[config.mk]
export PLATFORM = sky130hd
export DESIGN_NAME = epa_port
export DESIGN_NICKNAME = d
export VERILOG_FILES = /design/src/epa_pkg.sv /design/src/epa_port.sv
export VERILOG_INCLUDE_DIRS = /design/src /design/src/src
export SDC_FILE = /design/constraint.sdc
export NUM_CORES = 1
export LEC_CHECK = 0
export ABC_AREA = 1
export BUFFER_PORTS_ARGS = -buffer_cell sky130_fd_sc_hd__buf_2
export CAP_MARGIN = 20
export CORE_MARGIN = 3
export CORE_UTILIZATION = 30
export CTS_BUF_LIST = sky130_fd_sc_hd__clkbuf_2
export DETAILED_ROUTE_END_ITERATION = 7
export PLACE_DENSITY = 0.45
export SETUP_SLACK_MARGIN = 0.2
export SLEW_MARGIN = 20
export SYNTH_ARGS = -nofsm -noshare
export SYNTH_HDL_FRONTEND = slang
export SYNTH_SLANG_ARGS = --single-unit
export TNS_END_PERCENT = 100
[constraint.sdc]
create_clock -name core_clk -period 16.6 [get_ports core_clk]
set_input_delay 4.98 -clock core_clk [delete_from_list [all_inputs] [get_ports core_clk]]
set_output_delay 4.98 -clock core_clk [all_outputs]
set_load 0.01 [all_outputs]
[src/epa_regs.svh]
// Register offsets, field positions, reset values and address and select constants of the external port
`ifndef EPA_REGS_SVH
`define EPA_REGS_SVH
`define EPA_OFS_CTRL      4'h0
`define EPA_OFS_STAT      4'h1
`define EPA_OFS_WAIT      4'h2
`define EPA_OFS_RDATA     4'h3
`define EPA_OFS_FLAGOUT   4'h4
`define EPA_OFS_FLAGIN    4'h5
`define EPA_CTRL_PIBE     0
`define EPA_CTRL_PDBE     1
`define EPA_CTRL_DDBE     2
`define EPA_CTRL_DFS      3
`define EPA_CTRL_BWS      4
`define EPA_CTRL_FLAGEN   5
`define EPA_CTRL_HALFCLK  6
`define EPA_CTRL_ACKEN    7
`define EPA_CTRL_RST      8'h00
`define EPA_WAIT_RST      6'h00
`define EPA_ADDR_W        22
`define EPA_SEL_IDLE      6'h3f
`define EPA_BANK_SHIFT    22
`endif

[src/epa_pkg.sv]
// Types shared by the external port address and packing logic
package epa_pkg;
   typedef enum logic [1:0] {
      EPA_XF_INSTR = 2'b00,
      EPA_XF_D24   = 2'b01,
      EPA_XF_D16   = 2'b10
   } epa_xfer_t;

   typedef enum logic [1:0] {
      EPA_SP_MEM  = 2'b00,
      EPA_SP_BOOT = 2'b01,
      EPA_SP_IO   = 2'b10
   } epa_space_t;

   typedef struct packed {
      logic       write;
      epa_space_t space;
      epa_xfer_t  xfer;
      logic       progMem;
      logic [23:0] addr;
      logic [23:0] wdata;
   } epa_req_t;

   typedef enum logic [2:0] {
      EPA_IDLE   = 3'b000,
      EPA_SETUP  = 3'b001,
      EPA_STROBE = 3'b010,
      EPA_HOLD   = 3'b011,
      EPA_DONE   = 3'b100,
      EPA_GRANT  = 3'b101
   } epa_state_t;
endpackage : epa_pkg

[src/epa_port.sv]
// External port: address translation, word packing, selects, strobes and bus grant
//
// Implementation choices: the strobed register port and the placing of the registers.
`include "epa_regs.svh"
module epa_port (
   // Clock and reset
   input  wire logic                core_clk,
   input  wire logic                rst,
   // Register port
   input  wire logic [3:0]          regAddr,
   input  wire logic [15:0]         regWdata,
   input  wire logic                regWr,
   input  wire logic                regRd,
   output logic [15:0]              regRdata_r,
   // Core request
   input  wire epa_pkg::epa_req_t   req,
   input  wire logic                reqValid,
   output logic                     reqReady_r,
   output logic                     rspValid_r,
   output logic [23:0]              rspData_r,
   // External bus pins
   output logic [21:0]              extAddr_r,
   output logic                     extAddrOe_r,
   input  wire logic [15:0]         extDataIn,
   output logic [15:0]              extDataOut_r,
   output logic [15:0]              extDataOe_r,
   output logic [3:0]               bankSelects_n_r,
   output logic                     bootSpaceSelect_n_r,
   output logic                     ioSpaceSelect_n_r,
   output logic                     rdStrobe_n_r,
   output logic                     wrStrobe_n_r,
   output logic                     ctlOe_r,
   input  wire logic                ack,
   input  wire logic                busRequest_n,
   output logic                     busGrant_n_r,
   output logic                     outputClock_r
);
   // Synchronisers for asynchronous pins
   logic [1:0]  ackSync_r, busReqSync_r;
   logic [15:0] dinMeta_r, dinSync_r;
   always_ff @(posedge core_clk or posedge rst) begin
      if (rst) begin
         ackSync_r <= 2'h3;
         busReqSync_r <= 2'h3;
         dinMeta_r <= 16'h0000;
         dinSync_r <= 16'h0000;
      end else begin
         ackSync_r <= {ackSync_r[0], ack};
         busReqSync_r <= {busReqSync_r[0], busRequest_n};
         dinMeta_r <= extDataIn;
         dinSync_r <= dinMeta_r;
      end
   end
   logic ackOk, busReqAsk;
   assign ackOk     = ackSync_r[1];
   assign busReqAsk = ~busReqSync_r[1];

   // Registers
   logic [7:0]  ctrl_r, ctrl_nxt;
   logic [5:0]  wait_r, wait_nxt;
   logic [7:0]  flagOut_r, flagOut_nxt;
   logic [15:0] rdNxt;
   always_comb begin
      ctrl_nxt    = ctrl_r;
      wait_nxt    = wait_r;
      flagOut_nxt = flagOut_r;
      if (regWr) begin
         case (regAddr)
            `EPA_OFS_CTRL:    ctrl_nxt = regWdata[7:0];
            `EPA_OFS_WAIT:    wait_nxt = regWdata[5:0];
            `EPA_OFS_FLAGOUT: flagOut_nxt = regWdata[7:0];
            default: ;
         endcase
      end
   end

   logic bws, dfs, flagEn, halfClk, ackEn;
   assign dfs     = ctrl_r[`EPA_CTRL_DFS];
   assign bws     = ctrl_r[`EPA_CTRL_BWS];
   assign flagEn  = ctrl_r[`EPA_CTRL_FLAGEN] & ~bws;
   assign halfClk = ctrl_r[`EPA_CTRL_HALFCLK];
   assign ackEn   = ctrl_r[`EPA_CTRL_ACKEN];

   // Transfer engine
   epa_pkg::epa_state_t state_r, state_nxt;
   epa_pkg::epa_req_t   cur_r, cur_nxt;
   logic [1:0]  piece_r, piece_nxt;
   logic [2:0]  wcnt_r, wcnt_nxt;
   logic [23:0] asm_r, asm_nxt;
   logic [21:0] base_r, base_nxt;

   // Pieces per word and translated base, from the live request
   logic        xfer24, fmtX2;
   logic [1:0]  lastPiece;
   logic [25:0] phys;
   always_comb begin
      xfer24 = (req.xfer != epa_pkg::EPA_XF_D16) &&
               !(req.xfer == epa_pkg::EPA_XF_D24 && !dfs);
      fmtX2  = dfs && (req.xfer == epa_pkg::EPA_XF_D16);
      phys   = {2'b00, req.addr};
      if (fmtX2) phys = {phys[24:0], 1'b0};
      if (xfer24) begin
         phys = bws ? {phys[24:0], 1'b0} : {phys[23:0], 2'b00};
      end else if (!bws) begin
         phys = {phys[24:0], 1'b0};
      end
   end
   // Last piece index of the held transfer
   logic curX24;
   assign curX24 = (cur_r.xfer != epa_pkg::EPA_XF_D16) &&
                   !(cur_r.xfer == epa_pkg::EPA_XF_D24 && !dfs);
   always_comb begin
      if (curX24) lastPiece = bws ? 2'd1 : 2'd3;
      else        lastPiece = bws ? 2'd0 : 2'd1;
   end

   // Space decode
   logic       bootHit;
   logic [5:0] selNxt;
   always_comb begin
      bootHit = 1'b0;
      if (cur_r.xfer == epa_pkg::EPA_XF_INSTR) bootHit = ctrl_r[`EPA_CTRL_PIBE];
      else if (cur_r.progMem) bootHit = ctrl_r[`EPA_CTRL_PDBE];
      else bootHit = ctrl_r[`EPA_CTRL_DDBE];
      selNxt = `EPA_SEL_IDLE;
      if (cur_r.space == epa_pkg::EPA_SP_IO) selNxt[5] = 1'b0;
      else if (cur_r.space == epa_pkg::EPA_SP_BOOT || bootHit) selNxt[4] = 1'b0;
      else selNxt[cur_r.addr[23:22]] = 1'b0;
   end

   // Bus piece for the current slot
   logic [15:0] pieceOut, dataNxt;
   always_comb begin
      pieceOut = 16'h0000;
      if (bws) begin
         if (curX24) pieceOut = (piece_r == 2'd0) ? {cur_r.wdata[7:0], 8'h00}
                                                 : cur_r.wdata[23:8];
         else if (cur_r.xfer == epa_pkg::EPA_XF_D24) pieceOut = cur_r.wdata[23:8];
         else pieceOut = cur_r.wdata[15:0];
      end else begin
         if (curX24) begin
            case (piece_r)
               2'd1:    pieceOut = {8'h00, cur_r.wdata[7:0]};
               2'd2:    pieceOut = {8'h00, cur_r.wdata[15:8]};
               2'd3:    pieceOut = {8'h00, cur_r.wdata[23:16]};
               default: pieceOut = 16'h0000;
            endcase
         end else begin
            pieceOut = (piece_r == 2'd0) ? {8'h00, cur_r.wdata[7:0]} : {8'h00, cur_r.wdata[15:8]};
            if (cur_r.xfer == epa_pkg::EPA_XF_D24)
               pieceOut = (piece_r == 2'd0) ? {8'h00, cur_r.wdata[15:8]}
                                            : {8'h00, cur_r.wdata[23:16]};
         end
      end
   end

   // Write data load in setup so they stand unchanged through the whole strobe
   assign dataNxt = (state_r == epa_pkg::EPA_SETUP) ? pieceOut : extDataOut_r;
   // Piece assembled into the word on reads
   logic [23:0] asmIn;
   always_comb begin
      asmIn = asm_r;
      if (bws) begin
         if (curX24) begin
            if (piece_r == 2'd0) asmIn[7:0] = dinSync_r[15:8];
            else asmIn[23:8] = dinSync_r;
         end else if (cur_r.xfer == epa_pkg::EPA_XF_D24) asmIn = {dinSync_r, 8'h00};
         else asmIn = {8'h00, dinSync_r};
      end else begin
         if (curX24) begin
            case (piece_r)
               2'd1:    asmIn[7:0]   = dinSync_r[7:0];
               2'd2:    asmIn[15:8]  = dinSync_r[7:0];
               2'd3:    asmIn[23:16] = dinSync_r[7:0];
               default: asmIn = asm_r;
            endcase
         end else if (cur_r.xfer == epa_pkg::EPA_XF_D24) begin
            if (piece_r == 2'd0) asmIn[15:8] = dinSync_r[7:0];
            else asmIn[23:16] = dinSync_r[7:0];
         end else begin
            if (piece_r == 2'd0) asmIn[7:0] = dinSync_r[7:0];
            else asmIn[15:8] = dinSync_r[7:0];
         end
      end
   end

   logic [2:0] waitCode;
   assign waitCode = cur_r.write ? wait_r[5:3] : wait_r[2:0];

   always_comb begin
      state_nxt = state_r;
      cur_nxt   = cur_r;
      piece_nxt = piece_r;
      wcnt_nxt  = wcnt_r;
      asm_nxt   = asm_r;
      base_nxt  = base_r;
      case (state_r)
         epa_pkg::EPA_IDLE: begin
            if (busReqAsk) state_nxt = epa_pkg::EPA_GRANT;
            else if (reqValid) begin
               cur_nxt   = req;
               base_nxt  = phys[21:0];
               piece_nxt = (xfer24 && !bws) ? 2'd1 : 2'd0;
               asm_nxt   = 24'h000000;
               state_nxt = epa_pkg::EPA_SETUP;
            end
         end
         epa_pkg::EPA_SETUP: begin
            wcnt_nxt  = waitCode;
            state_nxt = epa_pkg::EPA_STROBE;
         end
         epa_pkg::EPA_STROBE: begin
            if (wcnt_r != 3'h0) wcnt_nxt = wcnt_r - 3'h1;
            else if (!ackEn || ackOk) state_nxt = epa_pkg::EPA_HOLD;
         end
         epa_pkg::EPA_HOLD: begin
            // Two cycles: pin data reach the second synchroniser stage one cycle late
            if (wcnt_r == 3'h0) wcnt_nxt = 3'h1;
            else begin
               if (!cur_r.write) asm_nxt = asmIn;
               if (piece_r == lastPiece) state_nxt = epa_pkg::EPA_DONE;
               else begin
                  piece_nxt = piece_r + 2'd1;
                  state_nxt = epa_pkg::EPA_SETUP;
               end
            end
         end
         epa_pkg::EPA_DONE: state_nxt = epa_pkg::EPA_IDLE;
         epa_pkg::EPA_GRANT: if (!busReqAsk) state_nxt = epa_pkg::EPA_IDLE;
         default: state_nxt = epa_pkg::EPA_IDLE;
      endcase
   end

   // Pin values follow the state
   logic busy, strobeOn;
   assign busy     = (state_r == epa_pkg::EPA_SETUP) || (state_r == epa_pkg::EPA_STROBE) ||
                     (state_r == epa_pkg::EPA_HOLD);
   assign strobeOn = (state_nxt == epa_pkg::EPA_STROBE);

   logic clkDiv_r;
   always_ff @(posedge core_clk or posedge rst) begin
      if (rst) begin
         state_r <= epa_pkg::EPA_IDLE;
         cur_r <= '0;
         piece_r <= 2'd0;
         wcnt_r <= 3'h0;
         asm_r <= 24'h000000;
         base_r <= 22'h000000;
         ctrl_r <= `EPA_CTRL_RST;
         wait_r <= `EPA_WAIT_RST;
         flagOut_r <= 8'h00;
         clkDiv_r <= 1'b0;
         outputClock_r <= 1'b0;
         regRdata_r <= 16'h0000;
         reqReady_r <= 1'b0;
         rspValid_r <= 1'b0;
         rspData_r <= 24'h000000;
         extAddr_r <= 22'h000000;
         extAddrOe_r <= 1'b1;
         extDataOut_r <= 16'h0000;
         extDataOe_r <= 16'h0000;
         bankSelects_n_r <= 4'hf;
         bootSpaceSelect_n_r <= 1'b1;
         ioSpaceSelect_n_r <= 1'b1;
         rdStrobe_n_r <= 1'b1;
         wrStrobe_n_r <= 1'b1;
         ctlOe_r <= 1'b1;
         busGrant_n_r <= 1'b1;
      end else begin
         state_r <= state_nxt;
         cur_r <= cur_nxt;
         piece_r <= piece_nxt;
         wcnt_r <= wcnt_nxt;
         asm_r <= asm_nxt;
         base_r <= base_nxt;
         ctrl_r <= ctrl_nxt;
         wait_r <= wait_nxt;
         flagOut_r <= flagOut_nxt;
         // Half rate toggles every other cycle
         clkDiv_r <= ~clkDiv_r;
         if (!halfClk || clkDiv_r) outputClock_r <= ~outputClock_r;
         regRdata_r <= rdNxt;
         reqReady_r <= (state_nxt == epa_pkg::EPA_IDLE) && !busReqAsk;
         rspValid_r <= (state_nxt == epa_pkg::EPA_DONE) && !cur_r.write;
         if (state_nxt == epa_pkg::EPA_DONE) rspData_r <= asm_nxt;
         extAddr_r <= (state_nxt == epa_pkg::EPA_SETUP) ? pieceAddrN() : extAddr_r;
         extDataOut_r[7:0] <= dataNxt[7:0];
         extDataOut_r[15:8] <= flagEn ? flagOut_r : dataNxt[15:8];
         extDataOe_r[7:0] <= {8{cur_nxt.write && (state_nxt inside
                             {epa_pkg::EPA_SETUP, epa_pkg::EPA_STROBE, epa_pkg::EPA_HOLD})}};
         extDataOe_r[15:8] <= flagEn ? 8'hff : {8{cur_nxt.write && bws && (state_nxt inside
                             {epa_pkg::EPA_SETUP, epa_pkg::EPA_STROBE, epa_pkg::EPA_HOLD})}};
         // Selects held across every piece of the word
         {ioSpaceSelect_n_r, bootSpaceSelect_n_r, bankSelects_n_r} <=
            (state_nxt inside {epa_pkg::EPA_SETUP, epa_pkg::EPA_STROBE, epa_pkg::EPA_HOLD})
            ? selNxtN() : `EPA_SEL_IDLE;
         rdStrobe_n_r <= ~(strobeOn && !cur_nxt.write);
         wrStrobe_n_r <= ~(strobeOn && cur_nxt.write);
         extAddrOe_r <= (state_nxt != epa_pkg::EPA_GRANT);
         ctlOe_r <= (state_nxt != epa_pkg::EPA_GRANT);
         busGrant_n_r <= (state_nxt != epa_pkg::EPA_GRANT);
      end
   end

   // Next-state views of address and select for the pin registers
   function automatic logic [21:0] pieceAddrN();
      logic [21:0] a;
      a = (state_r == epa_pkg::EPA_IDLE) ? base_nxt + {20'h00000, piece_nxt}
                                         : base_r + {20'h00000, piece_nxt};
      return a;
   endfunction : pieceAddrN
   function automatic logic [5:0] selNxtN();
      return (state_r == epa_pkg::EPA_IDLE) ? {~(req.space == epa_pkg::EPA_SP_IO),
             ~(req.space == epa_pkg::EPA_SP_BOOT || (req.xfer == epa_pkg::EPA_XF_INSTR ?
             ctrl_r[`EPA_CTRL_PIBE] : req.progMem ? ctrl_r[`EPA_CTRL_PDBE] :
             ctrl_r[`EPA_CTRL_DDBE])) || req.space == epa_pkg::EPA_SP_IO,
             selBank(req)} : selNxt;
   endfunction : selNxtN
   function automatic logic [3:0] selBank(input epa_pkg::epa_req_t r);
      logic [3:0] s;
      logic       boot;
      boot = (r.xfer == epa_pkg::EPA_XF_INSTR) ? ctrl_r[`EPA_CTRL_PIBE] :
             r.progMem ? ctrl_r[`EPA_CTRL_PDBE] : ctrl_r[`EPA_CTRL_DDBE];
      s = 4'hf;
      if (r.space == epa_pkg::EPA_SP_MEM && !boot) s[r.addr[23:22]] = 1'b0;
      return s;
   endfunction : selBank

   // Read data for the register port
   always_comb begin
      rdNxt = 16'h0000;
      if (regRd) begin
         case (regAddr)
            `EPA_OFS_CTRL:    rdNxt = {8'h00, ctrl_r};
            `EPA_OFS_STAT:    rdNxt = {12'h000, !busGrant_n_r, piece_r, state_r == epa_pkg::EPA_IDLE
                                       ? 1'b0 : 1'b1};
            `EPA_OFS_WAIT:    rdNxt = {10'h000, wait_r};
            `EPA_OFS_RDATA:   rdNxt = rspData_r[15:0];
            `EPA_OFS_FLAGOUT: rdNxt = {8'h00, flagOut_r};
            `EPA_OFS_FLAGIN:  rdNxt = {8'h00, dinSync_r[15:8]};
            default:          rdNxt = 16'h0000;
         endcase
      end
   end
endmodule : epa_port

# Word level (Yosys, flattened, before mapping)
# Cells that the tools add are included.
dict set report totals {
  reg_bits 273
}
dict set report classes {
  add_sub_neg 4
  n_lt_le_gt_ge 4
  eq_ne 29
  muxes 84
  bitwise 10
  reduce_logical 48
}
# operator n
set ops {}
lappend ops {{2-to-1 mux 24 bit} 8}
lappend ops {{2-to-1 mux 22 bit} 8}
lappend ops {{2-to-1 mux 54 bit} 3}
lappend ops {{2-to-1 mux 16 bit} 8}
lappend ops {{2-to-1 mux 8 bit} 16}
lappend ops {{case mux 16 bit (6 select lines)} 1}
lappend ops {{case mux 24 bit (2 select lines)} 1}
lappend ops {{adder 22 x 2 -> 22 bit} 2}
lappend ops {{2-to-1 mux 3 bit} 10}
lappend ops {{case mux 8 bit (3 select lines)} 1}
lappend ops {{logical AND 1 bit} 16}
lappend ops {{case mux 3 bit (5 select lines)} 1}
lappend ops {{== test 3 x 2 -> 1 bit, second input constant} 4}
lappend ops {{2-to-1 mux 1 bit} 12}
lappend ops {{2-to-1 mux 2 bit} 6}
lappend ops {{2-to-1 mux 6 bit} 2}
lappend ops {{== test 2 x 1 -> 1 bit, second input constant} 5}
lappend ops {{== test 2 bit, second input constant} 5}
lappend ops {{zero test 1 bit} 10}
lappend ops {{zero test 3 bit} 3}
lappend ops {{case mux 3 bit (3 select lines)} 1}
lappend ops {{nonzero test 3 bit} 3}
lappend ops {{== test 4 x 2 -> 1 bit, second input constant} 2}
lappend ops {{== test 4 x 3 -> 1 bit, second input constant} 2}
lappend ops {{other kinds (25)} 49}

# Logic depth before layout (Yosys ltp)
# Gate-level depths: netlist (run 1).
dict set report depth {
  depth_word 13
  depth_mapped 21
  ltp_nobuf 21
}

# Worst setup path before layout (run 1)
# No wires, ideal clock.
dict set report synth_path {
  path_type {input to register}
  startpoint {input port reqValid}
  endpoint {register extAddr_r[14]}
  arrival_time_ns 7.486
  required_ns 16.484
  path_slack_ns 8.997
  stages 18
  path_buffers 2
  path_cell_list {nand2_1 -> inv_1 -> nand3_2 -> buf_2 -> buf_2 -> nand2_1 -> inv_1 -> nand2_1 -> a22oi_1 -> inv_1 -> fa_1 -> inv_1 -> nand3_1 -> nor2_1 -> nand3_1 -> xnor2_1 -> nand2_1 -> nand2_1}
}
dict set report synth_between {
  elab_chain_cells 5
  word_cells_on_any_way 13
  classes_between {add/sub: 2; eq/ne: 1; mux: 10}
}
# item line
set synth_lines {}
lappend synth_lines {{start, declared} epa_port.sv:17} ;# input wire logic reqValid,
lappend synth_lines {{2-to-1 mux 2 bit (*)} epa_port.sv:200} ;# else if (reqValid) begin
lappend synth_lines {{2-to-1 mux 2 bit (*)} epa_port.sv:199} ;# if (busReqAsk) state_nxt = epa_pkg::EPA_GRANT;
lappend synth_lines {{case mux 2 bit (2 select lines) (*)} epa_port.sv:197} ;# case (state_r)
lappend synth_lines {{net piece_nxt[1]} epa_port.sv:87} ;# logic [1:0] piece_r, piece_nxt;
lappend synth_lines {{adder 22 x 2 -> 22 bit (on tied branches)} {epa_port.sv:309, epa_port.sv:308}}
lappend synth_lines {{2-to-1 mux 22 bit (*)} epa_port.sv:308} ;# a = (state_r == epa_pkg::EPA_IDLE) ? base_nxt + {20'h00000, piece_nxt}
lappend synth_lines {{end signal, assigned} epa_port.sv:286} ;# extAddr_r <= (state_nxt == epa_pkg::EPA_SETUP) ? pieceAddrN() : extAddr_r;
lappend synth_lines {{end, declared} epa_port.sv:22} ;# output logic [21:0] extAddr_r,
# The timed path passes the listed nets; every way through them passes the cells marked *.
# A chain may end at the register's enable or synchronous reset.

# Worst setup path after layout (run 1)
dict set report layout_path {
  startpoint {input port req[49] (netlist bit)}
  endpoint {register extAddr_r[17]}
}
dict set report layout_between {
  elab_chain_cells 11
  word_cells_on_any_way 22
  classes_between {add/sub: 2; eq/ne: 3; mux: 12; reduce/logical: 5}
}
# item line
set layout_lines {}
lappend layout_lines {{start, declared} epa_port.sv:16} ;# input wire epa_pkg::epa_req_t req,
lappend layout_lines {{== test 2 x 1 -> 1 bit} epa_port.sv:98} ;# !(req.xfer == epa_pkg::EPA_XF_D24 && !dfs);
lappend layout_lines {{logical AND 1 bit} epa_port.sv:98}
lappend layout_lines {{zero test 1 bit} epa_port.sv:98}
lappend layout_lines {{logical AND 1 bit} epa_port.sv:97} ;# xfer24 = (req.xfer != epa_pkg::EPA_XF_D16) &&
lappend layout_lines {{logical AND 1 bit} epa_port.sv:203} ;# piece_nxt = (xfer24 && !bws) ? 2'd1 : 2'd0;
lappend layout_lines {{2-to-1 mux 1 bit} epa_port.sv:203}
lappend layout_lines {{2-to-1 mux 2 bit} epa_port.sv:200}
lappend layout_lines {{2-to-1 mux 2 bit} epa_port.sv:199}
lappend layout_lines {{case mux 2 bit (2 select lines)} epa_port.sv:197}
lappend layout_lines {{adder 22 x 2 -> 22 bit (on tied branches)} {epa_port.sv:309, epa_port.sv:308}}
lappend layout_lines {{2-to-1 mux 22 bit (*)} epa_port.sv:308}
# Mark *: on every way between the ends. The rest lies on a longest branch, timed or not.

==> impl_metrics.py, run 1 <==
metrics = {
    "outcome": {
        "status": "complete, no violations",
    },
    "timing": {
        "tightest_slew_ps": 1010,
        "setup_tns_ps": 0,
        "slew_headroom_pct": 32.6,
        "finalCriticalPeriod_ps": 8130,
        "skew_ps": 77.5,
        "timing.final.crit_share_pct": 49.0,
        "timing.fmax_ghz": 0.123,
        "setup_viol": 0,
        "timing.final.hold_violations": 0,
        "drv_slew": 0,
        "timing.hold.ws_ps": 353,
        "rsz0062_at_grt": "no",
    },
    "yosys": {
        "synthArstFlopShare_pct": 100,
        "ys_seq_elements": 237,
        "synth_top_area_share_pct": 44.6,
        "synth_top_flop_cell": "dfrtp_1",
        "synth_cells": 1603,
        "yosys_warnings": 0,
        "ys_seq_area_share_pct": 47.3,
        "yosysMostFrequentCell": "nand2_1",
        "syn_nets": 1709,
        "ys_types": 46,
        "syn_avg_cell_area_um2": 7.85,
        "yosys.area.top_type": "dfrtp_1",
        "syn_area_um2": 12600,
        "synth_edf_count": 0,
        "synth_common_cells": "nand2_1, dfrtp_1, o21ai_0",
        "synth_top_cells_by_area": "dfrtp_1, nand2_1, o21ai_0",
    },
    "power": {
        "p_per_area_nw_per_um2": 178,
        "power_leakage_nw": 7.02,
        "ir_worst_vdd_mv": 0.0744,
    },
    "setup_path": {
        "critPathCaptureType": "flip-flop",
        "crit_type": "input pin to flip-flop",
        "crit_path_start_kind": "input pin",
        "crit_required_ps": 17480,
        "crit_fanout": 24,
        "arrival_ps": 9010,
    },
    "placement": {
        "gp_congestion": 0.859,
        "post-dp-hpwl_um": 29800,
        "numPortBuffers": 196,
    },
    "layout": {
        "fin_util_pct": 35.3,
        "syn2layout_area_growth_pct": 15.2,
        "nets": 1899,
        "fill_cells": 4490,
        "drive_gt1_share_pct": 20.7,
    },
    "global_route": {
        "antenna_found_initial": 4,
        "grtUsageTotal_pct": 19.5,
        "first_global_vias": 11800,
        "gr-total-overflow": 0,
        "grt_max_degree": 118,
        "grt_pass1_wl_um": 68200,
    },
    "clocking": {
        "clock_latency_ps": 960,
        "cts_resized": 0,
        "post-cts-setup-buffer-count": 0,
        "ctsHoldBuffers": 0,
        "numCtsBuffers": 73,
        "path_clk_slew_ps": 80,
        "root_buffer": "clkbuf_2",
        "cts_sinks": 237,
        "ctsLongestPathBuffers": 3,
        "htree_levels": 3,
        "cts_tree": "built",
    },
    "job": {
        "cap_viol_max_count": 0,
    },
    "drt": {
        "wl_per_cell_um": 18.0,
        "detail-route-antenna-nets": 0,
        "via_count": 11900,
        "wl_met3_um": 2830,
        "highest_layer": "met5",
        "drc": 0,
        "dr.pass1.iters": 6,
        "drt_iter0_drc": 926,
        "met2WireLength_um": 19300,
        "wl_met1_um": 20000,
        "viasPerCell": 5.01,
        "drt-total-wl_um": 42800,
    },
    "die": {
        "io_pins": 205,
        "die_w_um": 211,
        "dieArea_um2": 44400,
        "die_y_um": 211,
        "start_util_pct": 30.6,
        "coreArea_um2": 41100,
        "num_rows": 74,
    },
    "min_path": {
        "hold_class": "flip-flop to flip-flop",
    },
}
==> final cells by class <==
type	instances	area (um^2)	area share (%)
Clock buffer	108	541	3.73
Timing Repair Buffer	206	1060	7.29
Sequential cell	237	5950	41.0
Clock inverter	22	88.8	0.613
Antenna cell	3	7.51	0.0518
Inverter	165	627	4.33
Tap cell	532	666	4.59
Multi-Input combinational cell	1110	5560	38.4
==> power breakdown <==
group	leakage, nW	switching (W)	internal (W)
logic	3.60	0.000855	0.000388
registers	2.92	0.000129	0.000767
clock network	0.500	0.000271	0.000174
==> state kept, by name (all words and copies together) (netlist names), 2 cells and up, named ones only <==
signal           count
rspData_r           24
dinMeta_r           16
extDataOe_r          2
regRdata_r          16
cur_r               32
busReqSync_r         2
asm_r               24
wcnt_r               3
extAddr_r           22
flagOut_r            8
wait_r               6
dinSync_r           16
state_r              3
ackSync_r            2
piece_r              2
base_r              15
bankSelects_n_r      4
extDataOut_r        16
ctrl_r               8
==> critical path: stages <==
cell	delay [ps]
buf_2	120
inv_1	540
nand3_1	860
nand2_1	300
nand2_1	90
and3_1	210
a221oi_1	420
inv_1	90
ha_1	280
a21o_1	130
nand3_1	120
inv_1	100
nand2_1	150
nor2_2	260
nand3_1	110
nand2_1	70
nand3_1	60
nand2_1	90
==> cells by family (layout without fill, tap and decap cells) <==
family	after synthesis	in the layout	share of synthesized area (%)
AO/OA/AOI/OAI	385	385	18.0
XOR/XNOR	14	14	1.03
adder cells (fa/ha/maj)	9	9	0.955
buffers and inverters	256	501	8.57
flip-flops	237	237	47.3
other	0	3	0
AND/OR/NAND/NOR	702	702	24.1
==> per-stage QoR <==
stage | cell area [um^2] | power, W | setup WS (ps) | instances
global placement | 13900 | 0.00214 | 7620 | 2250
finish | 14500 | 0.00258 | 8470 | 2383
global route | 14500 | 0.00284 | 7970 | 2383
CTS | 14500 | 0.00262 | 8660 | 2380
detailed placement | 13900 | 0.00215 | 7560 | 2250
floorplan | 12600 | 0.00177 | 5140 | 1603
==> routing by layer <==
metal,global-route usage (%),vias up
li1,-,5823
met1,27.4,5660
met2,30.3,388
met3,4.52,65
met4,5.59,2
met5,0,-
==> layout by cell type, fill, tap and decap left out, drive strengths merged, types with 33 or more instances in the layout <==
| cell | count |
|---|---|
| clkbuf | 108 |
| inv | 164 |
| nand3 | 139 |
| a21oi | 63 |
| o22ai | 33 |
| nor2 | 101 |
| buf | 206 |
| nand2 | 420 |
| o21ai | 196 |
| dfrtp | 224 |
==> worst paths after layout <==
| path | from | endpoint | slack, ps | cells past startpoint |
|---|---|---|---|---|
| worst min register to register | dinMeta_r[0]$_DFF_PP0_ | dinSync_r[0]$_DFF_PP0_ | 350 | 0 |
| worst max register to register | cur_r[50]$_DFFE_PP0P_ | extAddr_r[16]$_DFFE_PP0N_ | 12070 | 20 |
| min in group asynchronous | rst | dinMeta_r[1]$_DFF_PP0_ | 4150 | 2 |
| worst max-delay path | req[49] | extAddr_r[17]$_DFFE_PP0N_ | 8470 | 18 |
| worst min-delay path | dinMeta_r[0]$_DFF_PP0_ | dinSync_r[0]$_DFF_PP0_ | 350 | 0 |
| max in group asynchronous | rst | cur_r[52]$_DFFE_PP0P_ | 11040 | 3 |
No activity file was read; power rests on OpenSTA's default activity.
==> inputs of run 2 (changes only) <==
--- a/config.mk
+++ b/config.mk
@@ -6,14 +6,14 @@
 export SDC_FILE = /design/constraint.sdc
 export NUM_CORES = 1
 export LEC_CHECK = 0
-export ABC_AREA = 1
+export ABC_AREA = 0
 export BUFFER_PORTS_ARGS = -buffer_cell sky130_fd_sc_hd__buf_2
 export CAP_MARGIN = 20
 export CORE_MARGIN = 3
 export CORE_UTILIZATION = 30
 export CTS_BUF_LIST = sky130_fd_sc_hd__clkbuf_2
 export DETAILED_ROUTE_END_ITERATION = 7
-export PLACE_DENSITY = 0.45
+export PLACE_DENSITY = 0.47
 export SETUP_SLACK_MARGIN = 0.2
 export SLEW_MARGIN = 20
 export SYNTH_ARGS = -nofsm -noshare
==> constraint.sdc (replaced) <==
create_clock -name core_clk -period 6.7 [get_ports core_clk]
set_input_delay 2.01 -clock core_clk [delete_from_list [all_inputs] [get_ports core_clk]]
set_output_delay 2.01 -clock core_clk [all_outputs]
set_load 0.01 [all_outputs]
==> run 2 against run 1 <==
Net effect:
- worst hold slack better by 0.95 ps
- total power is 140% higher
- clock power is 120% higher
- register-to-register slack worse by 11000 ps
- setup slack worse by 6900 ps
- area after synthesis is 3.1% lower
- non-clock buffer count is 5 higher
- die area is 3.0% lower
- via count is 14% lower
- design area is 3.2% lower
- critical endpoint is now extAddr_r[19]$_DFFE_PP0N_
==> impl_metrics.py, run 2 <==
metrics = {
    "timing": {
        "setup_tns_ps": 0,
        "timing.final.crit_share_pct": 76.7,
        "timing.fmax_ghz": 0.195,
        "slew_headroom_pct": 29.7,
        "skew_ps": 111,
        "finalCriticalPeriod_ps": 5140,
        "rsz0062_at_grt": "no",
        "setup_viol": 0,
        "tightest_slew_ps": 1050,
        "drv_slew": 0,
        "timing.final.hold_violations": 0,
        "timing.hold.ws_ps": 354,
    },
    "yosys": {
        "syn_nets": 1360,
        "synth_top_flop_cell": "dfrtp_1",
        "synth_common_cells": "nand2_1, dfrtp_1, o21ai_0",
        "synth_edf_count": 0,
        "ys_seq_area_share_pct": 48.8,
        "ys_types": 81,
        "yosys.area.top_type": "dfrtp_1",
        "synth_top_area_share_pct": 46.0,
        "ys_seq_elements": 237,
        "yosysMostFrequentCell": "nand2_1",
        "syn_area_um2": 12200,
        "synth_cells": 1254,
        "syn_avg_cell_area_um2": 9.72,
        "synthArstFlopShare_pct": 100,
        "yosys_warnings": 0,
        "synth_top_cells_by_area": "dfrtp_1, nand2_1, mux2_2",
    },
    "setup_path": {
        "r2r_cells": 15,
        "crit_type": "flip-flop to flip-flop",
        "crit_fanout": 20,
        "startpoint": "cur_r[49]$_DFFE_PP0P_",
        "cp_top_family": "simple AND/OR/NAND/NOR gates",
        "crit_required_ps": 7650,
        "arrival_ps": 6090,
        "cp_num_cells": 15,
        "cp_slowest_cell": "nand2b_1",
        "critPathBufInv": 1,
        "r2r_start": "cur_r[49]$_DFFE_PP0P_",
        "crit_path_start_kind": "flip-flop",
        "path_cells": "nand2b_1 > nand3_1 > a2bb2o_1 > nor2_1 > a21oi_2 > or3_1 > a32oi_1 > inv_1 > ha_1 > a21o_1 > nand4_2 > or3b_1 > nor4_1 > mux2i_1 > nand2_1",
        "critPathCaptureType": "flip-flop",
        "critical-path-max-stage-delay_ps": 630,
    },
    "clocking": {
        "cts_sinks": 237,
        "path_clk_slew_ps": 110,
        "clock_latency_ps": 1060,
        "post-cts-setup-buffer-count": 0,
        "ctsLongestPathBuffers": 3,
        "ctsHoldBuffers": 0,
        "cts_resized": 0,
        "cts_tree": "built",
        "root_buffer": "clkbuf_2",
        "numCtsBuffers": 61,
        "htree_levels": 2,
    },
    "die": {
        "die_w_um": 208,
        "dieArea_um2": 43100,
        "start_util_pct": 30.5,
        "die_y_um": 208,
        "num_rows": 73,
        "io_pins": 205,
        "coreArea_um2": 39900,
    },
    "global_route": {
        "grt_pass1_wl_um": 60800,
        "grtUsageTotal_pct": 17.7,
        "first_global_vias": 10300,
        "grt_max_degree": 128,
        "gr-total-overflow": 0,
        "antenna_found_initial": 2,
    },
    "drt": {
        "via_count": 10200,
        "wl_per_cell_um": 19.3,
        "drt-total-wl_um": 38700,
        "drt_iter0_drc": 587,
        "detail-route-antenna-nets": 0,
        "drc": 0,
        "dr.pass1.iters": 5,
        "viasPerCell": 5.10,
    },
    "layout": {
        "largest_register_ffs": 32,
        "syn2layout_area_growth_pct": 15.0,
        "final_common_cell": "nand2_1",
        "drive_gt1_share_pct": 27.3,
        "nets": 1538,
        "regMostFlops": "cur_r",
        "reg_top3": "cur_r: 32 flops, asm_r: 24 flops, rspData_r: 24 flops",
        "mostFrequentLayoutCells": "nand2_1, dfrtp_1, buf_2",
    },
    "power": {
        "p_per_area_nw_per_um2": 442,
        "ir_worst_vdd_mv": 0.147,
        "power_leakage_nw": 6.46,
    },
    "job": {
        "cap_viol_max_count": 0,
    },
    "outcome": {
        "status": "complete, no violations",
    },
    "min_path": {
        "hold_class": "flip-flop to flip-flop",
        "hp-start": "dinMeta_r[1]$_DFF_PP0_",
        "hold_depth": 0,
    },
    "placement": {
        "gp_congestion": 0.853,
        "post-dp-hpwl_um": 27500,
        "numPortBuffers": 196,
    },
}
-- run 2: power by group --
group          switching [W]  internal (W)  total (W)
Clock               0.000638      0.000345   0.000984
Sequential          0.000448       0.00193    0.00238
Combinational        0.00176       0.00107    0.00283
-- run 2: metal layers --
metal	part of all wire [%]	GRT usage, %	vias up
li1	-	-	4925
met1	46	24.0	4955
met2	46	27.9	272
met3	5.4	4.23	68
met4	2.8	5.97	0
met5	0	0	-
-- run 2: worst paths after layout --
path | endpoint | slack, ps
worst max-delay path | extAddr_r[19]$_DFFE_PP0N_ | 1560
worst min-delay path | dinSync_r[1]$_DFF_PP0_ | 350
worst max register to register | extAddr_r[19]$_DFFE_PP0N_ | 1560
worst min register to register | dinSync_r[1]$_DFF_PP0_ | 350
max in group asynchronous | ctrl_r[4]$_DFFE_PP0P_ | 4310
min in group asynchronous | asynchronous set/reset pin | 1170
-- run 2: layout make-up --
type / count / area (um^2)
Inverter: 19 / 75.1
Clock buffer: 85 / 425
Fill cell: 4158 / 25900
Multi-Input combinational cell: 902 / 5700
Clock inverter: 20 / 86.3
Antenna cell: 3 / 7.51
Timing Repair Buffer: 211 / 1120
Sequential cell: 237 / 5950
Tap cell: 525 / 657
-- run 2: per-stage QoR --
| stage | instances | area [um^2] | util [%] | total power [W] | setup slack [ps] |
|---|---|---|---|---|---|
| 2_1_floorplan | 1254 | 12200 | - | 0.00433 | 1410 |
| 3_3_place_gp | 1894 | 13500 | 33.8 | 0.00522 | 948 |
| 3_5_place_dp | 1894 | 13500 | 33.8 | 0.00526 | 815 |
| 4_1_cts | 1999 | 14000 | 35.1 | 0.00630 | 1540 |
| 5_1_grt | 2002 | 14000 | 35.1 | 0.00677 | 1260 |
| 6_report | 2002 | 14000 | 35.1 | 0.00620 | 1560 |
-- run 2: worst reg2reg max path: cells and delay by family (launching register included) --
| family | cells | cell delay (ps) |
|---|---|---|
| compound gates | 4 | 1000 |
| fa+ha+maj | 1 | 300 |
| buf+inv | 1 | 120 |
| flops | 1 | 480 |
| mux | 1 | 260 |
| simple gates | 8 | 3000 |
-- run 2: logic make-up (layout without fill, tap and decap cells) --
kind of cell | count (synthesis) | after routing | synth area share (%)
muxes | 82 | 82 | 7.33
other | 0 | 3 | 0
buffers and inverters | 115 | 335 | 4.58
and+or+nand+nor | 453 | 453 | 17.5
xor gates and xnor gates | 23 | 23 | 1.65
DFF | 237 | 237 | 48.8
adders and majority gates | 10 | 10 | 1.07
AOI/OAI and AO/OA | 334 | 334 | 19.1
